<file path="src/rtl/pursq_pkg.sv">
package pursq_pkg;
  // 50 ms hold and its cycle count at 100 MHz
  localparam int unsigned CLK_PERIOD_NS = 10;
  localparam int unsigned HOLD_MS       = 50;
  localparam int unsigned HOLD_CYCLES   = HOLD_MS * 1000000 / CLK_PERIOD_NS;
  localparam int unsigned CNT_W         = 23;
  // strap levels required on the legacy pins
  localparam logic CHIP_EN_B_LVL  = 1'b0;
  localparam logic RECFG_B_LVL    = 1'b1;
  localparam logic STATUS_B_LVL   = 1'b1;
  // power-up modes
  typedef enum logic {
    PURSQ_INSTANT,
    PURSQ_DELAYED
  } pursq_mode_t;
  // sequencer states
  typedef enum logic [1:0] {
    PURSQ_POR,
    PURSQ_HOLD,
    PURSQ_WAIT_PINS,
    PURSQ_RUN
  } pursq_state_t;
endpackage

</file>
<file path="src/rtl/pursq_sync.sv">
`timescale 1ns/100ps
module pursq_sync (
  input  wire logic mclk,
  input  wire logic rst_b,
  input  wire logic din,
  output logic      dout
);
  logic meta_q;

  // two-flop synchroniser; first stage feeds only the second
  always_ff @(posedge mclk) begin
    if (!rst_b) begin
      meta_q <= 1'b0;
      dout   <= 1'b0;
    end else begin
      meta_q <= din;
      dout   <= meta_q;
    end
  end
endmodule

</file>
<file path="src/rtl/pursq_top.sv">
`timescale 1ns/100ps
// How it works
// - power-on reset first clears every register except cfg_done_oe, which it sets
// - instant mode: pins good releases done to high-z
// - instant mode: usable right after reset, no configuration
// - delayed mode holds logic reset 50 ms
// - delayed mode drives done low during hold
// - no bitstream, emulation, upgrade or decryption
module pursq_top #(
  parameter pursq_pkg::pursq_mode_t MODE        = pursq_pkg::PURSQ_INSTANT,
  parameter int unsigned            HOLD_CYCLES = pursq_pkg::HOLD_CYCLES
) (
  input  wire logic mclk,
  input  wire logic rst_b,
  input  wire logic chip_en_b_i,
  input  wire logic recfg_b_i,
  input  wire logic status_b_i,
  output logic      cfg_done_o,
  output logic      cfg_done_oe,
  output logic      core_rst_b_o,
  output logic      hold_active_o
);
  localparam int unsigned N_STRAP = 3;

  logic [N_STRAP-1:0]            strap_raw;
  logic [N_STRAP-1:0]            strap_s;
  logic                          chip_en_b_s;
  logic                          recfg_b_s;
  logic                          status_b_s;
  logic                          pins_ok;
  logic [pursq_pkg::CNT_W-1:0]   cnt_q;
  logic                          cnt_done;
  logic [pursq_pkg::CNT_W-1:0]   hold_len_q;
  pursq_pkg::pursq_state_t       state_q;

  // strap pins come from the board, gathered for the synchronisers
  assign strap_raw = {status_b_i, recfg_b_i, chip_en_b_i};

  // one two-flop synchroniser per strap, no logic reads the raw pins
  generate
    for (genvar g = 0; g < N_STRAP; g++) begin : g_sync
      pursq_sync u_sync (
        .mclk  (mclk),
        .rst_b (rst_b),
        .din   (strap_raw[g]),
        .dout  (strap_s[g])
      );
    end
  endgenerate

  // synchronised straps back into their roles
  assign {status_b_s, recfg_b_s, chip_en_b_s} = strap_s;

  // device relies on the board holding these levels
  assign pins_ok = (chip_en_b_s == pursq_pkg::CHIP_EN_B_LVL)
                && (recfg_b_s == pursq_pkg::RECFG_B_LVL)
                && (status_b_s == pursq_pkg::STATUS_B_LVL);

  assign cnt_done = (cnt_q == pursq_pkg::CNT_W'(HOLD_CYCLES - 1));

  // hold timer, counts only in the hold state until it expires
  always_ff @(posedge mclk) begin
    if (!rst_b) begin
      cnt_q <= '0;
    end else if (state_q == pursq_pkg::PURSQ_HOLD && !cnt_done) begin
      cnt_q <= cnt_q + 1'b1;
    end
  end

  // sequencer; mode is a build parameter, no configuration path exists
  always_ff @(posedge mclk) begin
    if (!rst_b) begin
      state_q <= pursq_pkg::PURSQ_POR;
    end else begin
      unique case (state_q)
        pursq_pkg::PURSQ_POR: begin
          if (MODE == pursq_pkg::PURSQ_DELAYED) begin
            state_q <= pursq_pkg::PURSQ_HOLD;
          end else begin
            state_q <= pursq_pkg::PURSQ_WAIT_PINS;
          end
        end
        pursq_pkg::PURSQ_HOLD: begin
          if (cnt_done) begin
            state_q <= pursq_pkg::PURSQ_WAIT_PINS;
          end
        end
        pursq_pkg::PURSQ_WAIT_PINS: begin
          if (pins_ok) begin
            state_q <= pursq_pkg::PURSQ_RUN;
          end
        end
        pursq_pkg::PURSQ_RUN: begin
          state_q <= pursq_pkg::PURSQ_RUN;
        end
      endcase
    end
  end

  // outputs: done pin driven low until released, core held in reset
  always_ff @(posedge mclk) begin
    if (!rst_b) begin
      cfg_done_oe   <= 1'b1;
      core_rst_b_o  <= 1'b0;
      hold_active_o <= 1'b0;
    end else begin
      cfg_done_oe   <= !(state_q == pursq_pkg::PURSQ_WAIT_PINS && pins_ok)
                       && (state_q != pursq_pkg::PURSQ_RUN);
      core_rst_b_o  <= (state_q == pursq_pkg::PURSQ_WAIT_PINS && pins_ok)
                       || (state_q == pursq_pkg::PURSQ_RUN);
      hold_active_o <= (state_q == pursq_pkg::PURSQ_HOLD && !cnt_done)
                       || (state_q == pursq_pkg::PURSQ_POR
                           && MODE == pursq_pkg::PURSQ_DELAYED);
    end
  end

  assign cfg_done_o = 1'b0; // only ever pulls low

  // cycles the hold flag has stood since reset, read only by the checks
  // stops at the hold length, so the timer width is enough
  always_ff @(posedge mclk) begin
    if (!rst_b) begin
      hold_len_q <= '0;
    end else if (hold_active_o) begin
      hold_len_q <= hold_len_q + 1'b1;
    end
  end
endmodule

</file>
<file path="config.mk">
export PLATFORM = sky130hd
export DESIGN_NAME = pursq_top
export DESIGN_NICKNAME = d
export VERILOG_FILES = /design/src/rtl/pursq_pkg.sv /design/src/rtl/pursq_sync.sv /design/src/rtl/pursq_top.sv
export SDC_FILE = /design/constraint.sdc
export NUM_CORES = 1
export LEC_CHECK = 0
export BUFFER_PORTS_ARGS = -buffer_cell sky130_fd_sc_hd__buf_2
export CELL_PAD_IN_SITES_DETAIL_PLACEMENT = 0
export CELL_PAD_IN_SITES_GLOBAL_PLACEMENT = 1
export CORE_ASPECT_RATIO = 1.75
export CORE_MARGIN = 2
export CORE_UTILIZATION = 41
export CTS_CLUSTER_DIAMETER = 60
export DETAILED_ROUTE_END_ITERATION = 8
export PLACE_DENSITY = 0.82
export RECOVER_POWER = 25
export SLEW_MARGIN = 20
export SYNTH_ARGS = -nofsm -noshare
export SYNTH_HDL_FRONTEND = slang
export SYNTH_SLANG_ARGS = --single-unit
</file>
<file path="constraint.sdc">
create_clock -name mclk -period 1.5 [get_ports mclk]
set_input_delay 0 -clock mclk [delete_from_list [all_inputs] [get_ports mclk]]
set_output_delay 0 -clock mclk [all_outputs]
set_load 0.01 [all_outputs]
</file>
# Yosys cells after proc, flatten, opt, wreduce, memory -nomap -nowiden
# Index checks and enable logic that the tools add are counted.
[totals] regBits=34 out_inout_bits=4
[op_classes] add_sub_neg=1 eq_ne=7 n_mux=3 bitwise=1 n_reduce_logical=10
[ops] cell="23-bit by 1-bit adder with 23-bit output (second input constant)" n=1
[ops] cell="23-bit == test (second input constant)" n=1
[ops] cell="2-bit one-hot mux with 4 select lines" n=1
[ops] cell="2-bit inequality test (second input constant)" n=3
[ops] cell="1-bit logical AND" n=5
[ops] cell="2-bit == test (second input constant)" n=2
[ops] cell="2-bit two-way mux" n=2
[ops] cell="2-bit by 1-bit == test with 1-bit output (second input constant)" n=1
[ops] cell="1-bit logical NOT" n=2
[ops] cell="2-bit logical NOT" n=1
[ops] cell="2-bit AND reduction" n=1
[ops] cell="1-bit logical OR" n=1
[ops] cell="1-bit inverter" n=1

# Longest topological paths before layout
[depth] depth_word=6 depth_mapped=7 depth_no_buf=6

# Modules after synthesis
# From an unflattened synthesis, not the netlist that was laid out.
[unflattened] hier_cells=168 area_unflattened_um2=1472.7
[by_module_without_submodules] mod="pursq_top" instances=1 cells_per_inst=156 area_per_inst_um2=1315.0 seq_area_each_um2=560.5
[by_module_without_submodules] mod="pursq_sync" instances=3 cells_per_inst=4 area_per_inst_um2=52.6 seq_area_each_um2=40.0

# Worst setup path after synthesis
# No wires, ideal clock.
[synth_timing] kind="flip-flop to flip-flop" startpoint="register cnt_q[0] in the netlist's numbering" endpoint="register cnt_q[20] in the netlist's numbering" arrival_time_ns=1.573 setup_slack_ns=-0.146 path_stages_with_launch=7 synth_period_minus_slack_ns=1.646 path_cell_list="dfxtp_1 -> ha_1 -> nand4_1 -> nand3b_1 -> o21ai_4 -> or4_1 -> a21oi_1"
[synth_between] elab_chain_len=3 elab_cells_between_ends=4 classes_between="add/sub (1); eq/ne (1); reduce/logical (2)"
[synth_rtl] element="start: declaration" line="pursq_top.sv:31" source="logic [pursq_pkg::CNT_W-1:0] cnt_q;"
[synth_rtl] element="start signal: assignment" line="pursq_top.sv:66" source="cnt_q <= cnt_q + 1'b1;"
[synth_rtl] element="parallel branches: the longest is 3 deep, another holds 23-bit by 1-bit adder with 23-bit output"
# Several ways; the timed one is not identified.
# A chain may end at the register's enable or synchronous reset.

# Worst setup path in the final report
[layout_timing] startpoint="register cnt_q[1] in the netlist's numbering" endpoint="register cnt_q[20] in the netlist's numbering"
# The elaborated chain is that of the path after synthesis.

==> results.yml <==
timing:
  post-route-period-util_pct: 111
  totalNegativeSetupSlack_ns: -1.53
  fmaxAchievable_mhz: 601
  final_min_period_ns: 1.67
  slew_violations: 0
  timing.final.setup_violations: 17
  grt_setup_unrepaired: "true"
  final.setup_skew_ns: 0.00226
  final_critical_path_setup_slack_ns: -0.165
  final-hold-violation-count: 0
routing:
  overall_routed_net_length_mm: 4.44
  drc: 0
  detail_route.wl_per_cell_um: 16.0
  first_pass_iters: 4
  number_of_vias_in_the_routed_layout: 1495
  drt.antenna.violating_nets: 0
  routed_via_density: 5.38
  dr.first_iter.drc_count: 22
yosys:
  share_of_synthesized_registers_carrying_an_async_set_or_reset_pct: 0
  seq_area_frac_synth_pct: 45.1
  synth_cells: 169
  post_synth_num_cell_types: 48
  ys_dominant_reg_cell: "sky130_fd_sc_hd__dfxtp_1"
  ys_ff_latch: 34
  synth.yosys.warnings: 0
  synthTopCellsByArea: "sky130_fd_sc_hd__dfxtp_1 (45%), sky130_fd_sc_hd__nor2_1 (4.2%), sky130_fd_sc_hd__and2_1 (3.7%)"
  synthDominantAreaCellType: "sky130_fd_sc_hd__dfxtp_1"
  yosys.area.top_type_share_pct: 45.1
  synth_enable_flop_cells: 0
  synth_nets: 175
  synth.avg_cell_area_sq_um: 8.92
  netlist_area_sq_um: 1510
status:
  status: "complete, but fails checks"
  violations: "setup timing"
cells_and_area:
  stdcell_area_sq_um: 2390
  drive_above_1_share_pct: 51.7
  finish.net_count: 237
  fillers: 271
  mostFrequentLayoutCells: "sky130_fd_sc_hd__buf_4 (40), sky130_fd_sc_hd__dfxtp_1 (23), sky130_fd_sc_hd__nor2_1 (15)"
  flow.area_growth_from_synthesis_pct: 58.4
  commonest_non_fill_non_tap_cell_in_the_layout: "sky130_fd_sc_hd__buf_4"
  antenna_diodes: 0
setup_path:
  required_arrival_time_at_the_worst_endpoint_ns: 1.72
  worst_setup_sp_type: "flop"
  cp_data_arrival_time_ns: 1.88
  cp_slowest_cell: "sky130_fd_sc_hd__or4_1"
  end_kind: "flop"
  slowest_delay_ns: 0.46
  worstPathCellList: "ha_4 -> nand4_1 -> nand3b_1 -> o21ai_4 -> buf_6 -> or4_1 -> a21oi_1"
  crit_type: "flop to flop"
  worst_path_fanout_max: 3
floorplan:
  dieWidth_um: 49.8
  row_count: 29
  dieArea_sq_um: 4200
  start_util_pct: 42.0
  design.core.area_sq_um: 3590
  boundaryPins: 9
  floorplan.die.height_um: 84.2
job:
  timing.max_cap.violations: 0
placed_design:
  dpl_cell_area_sq_um: 1840
  dp_hpwl_mm: 2.74
  gp_congestion: 0.841
  port_buffers: 7
clock_tree:
  tritoncts.num_buffers: 5
  numClockSinks: 34
  cts.htree.levels: 2
  cts_tree: "done"
  clockBufferDepth: 2
  cts_root_buffer: "sky130_fd_sc_hd__clkbuf_8"
  clock_latency_ns: 0.29
  clk_pin_slew_ns: 0.07
global_route:
  pin_count_of_the_biggest_net_entering_global_routing: 19
  gr-total-overflow: 0
  vias_in_the_first_global_route: 1550
  first_pass_grt_wire_length_mm: 6.80
  antenna_found_initial: 0
  global_route.usage.total_pct: 21.3
pwr:
  static-leakage-power_nw: 0.951
  ir_worst_vdd_uv: 919
  power_density_nw_per_um2: 829
worst_hold_path:
  holdCritPathClass: "primary input to flop"
Yosys cell counts (3+ instances only):
library cell	number
sky130_fd_sc_hd__a21oi_1	7
sky130_fd_sc_hd__nor3_1	4
sky130_fd_sc_hd__nor2_1	17
sky130_fd_sc_hd__clkbuf_1	3
sky130_fd_sc_hd__or3_1	6
sky130_fd_sc_hd__nand2_1	14
sky130_fd_sc_hd__nand3_1	9
sky130_fd_sc_hd__and2_1	9
sky130_fd_sc_hd__xor2_1	3
sky130_fd_sc_hd__xnor2_1	6
sky130_fd_sc_hd__o21ai_1	3
sky130_fd_sc_hd__nand2b_1	3
sky130_fd_sc_hd__nand4_1	5
sky130_fd_sc_hd__o21ai_0	7
sky130_fd_sc_hd__dfxtp_1	34
worst max-delay path, delay by kind of cell, from the launching register on:
kind | cells | cell delay (ns)
buf+inv | 1 | 0.12
flops | 1 | 0.34
fa+ha+maj | 1 | 0.16
simple gates | 3 | 0.75
compound gates | 2 | 0.21
final cells by class:
cell class / count / area [sq um] / share of cell area [%]
inverters: 2 / 7.51 / 0.314
clock inverters: 3 / 68.8 / 2.88
clock buffers: 5 / 68.8 / 2.88
well taps: 46 / 57.6 / 2.41
multi-input cells: 127 / 997 / 41.7
flip-flops and latches: 34 / 699 / 29.3
repair buffers: 61 / 489 / 20.5
registers in the layout, summed over array words and instances (netlist names):
signal	count
cnt_q	23
hold_active_o	1
core_rst_b_o	1
state_q	2
g_sync.u_sync.dout	3
g_sync.u_sync.meta_q	3
cfg_done_oe	1
kinds of logic after synthesis:
family / share of synthesized area, %
flip-flops: 45.1
AO/OA/AOI/OAI: 11.5
buffers and inverters: 2.82
adder cells (fa/ha/maj): 0.830
other: 0.249
AND/OR/NAND/NOR: 34.2
XOR/XNOR: 5.23
metal layers:
layer	GRT usage [%]	routed length [um]	up-vias
met5	0	0	-
met4	13.6	214	0
met3	4.27	136	20
met2	39.9	2510	43
met1	20.0	1580	714
li1	-	-	718
path summary, 6_finish.rpt:
path                           start                    end  slack (ns)  depth (start not counted)
min                            rst_b               cnt_q[9]        0.11                          3
min reg2reg  g_sync[2].u_sync.meta_q  g_sync[2].u_sync.dout        0.45                          1
max                         cnt_q[1]              cnt_q[20]       -0.17                          7
max reg2reg                 cnt_q[1]              cnt_q[20]       -0.17                          7
repair_timing:
item	CTS	global route
gates resized for setup	31	32
setup endpoints to repair	19	25
pin swaps	11	24
endpoints found under the hold margin	3	0
buffers inserted	10	9
hold buffers	3	0
per-stage QoR:
stage          utilization, %  hold WS (ns)  power (W)  cells  worst slack (ns)
2_1_floorplan               -         0.127   0.000960    169           -0.0322
3_3_place_gp             51.2         0.216   0.000972    250            -0.159
3_5_place_dp             51.2         0.220   0.000974    250            -0.235
4_1_cts                  61.3         0.110    0.00199    270            -0.195
5_1_grt                  66.5         0.132    0.00204    278            -0.280
6_report                 66.5         0.105    0.00198    278            -0.165
power breakdown:
| group | total [W] | internal [W] | switching, W |
|---|---|---|---|
| Combinational | 0.0000467 | 0.0000205 | 0.0000262 |
| Clock | 0.00102 | 0.000666 | 0.000357 |
| Sequential | 0.000911 | 0.000908 | 0.00000282 |
(Power assumes the default switching activity.)
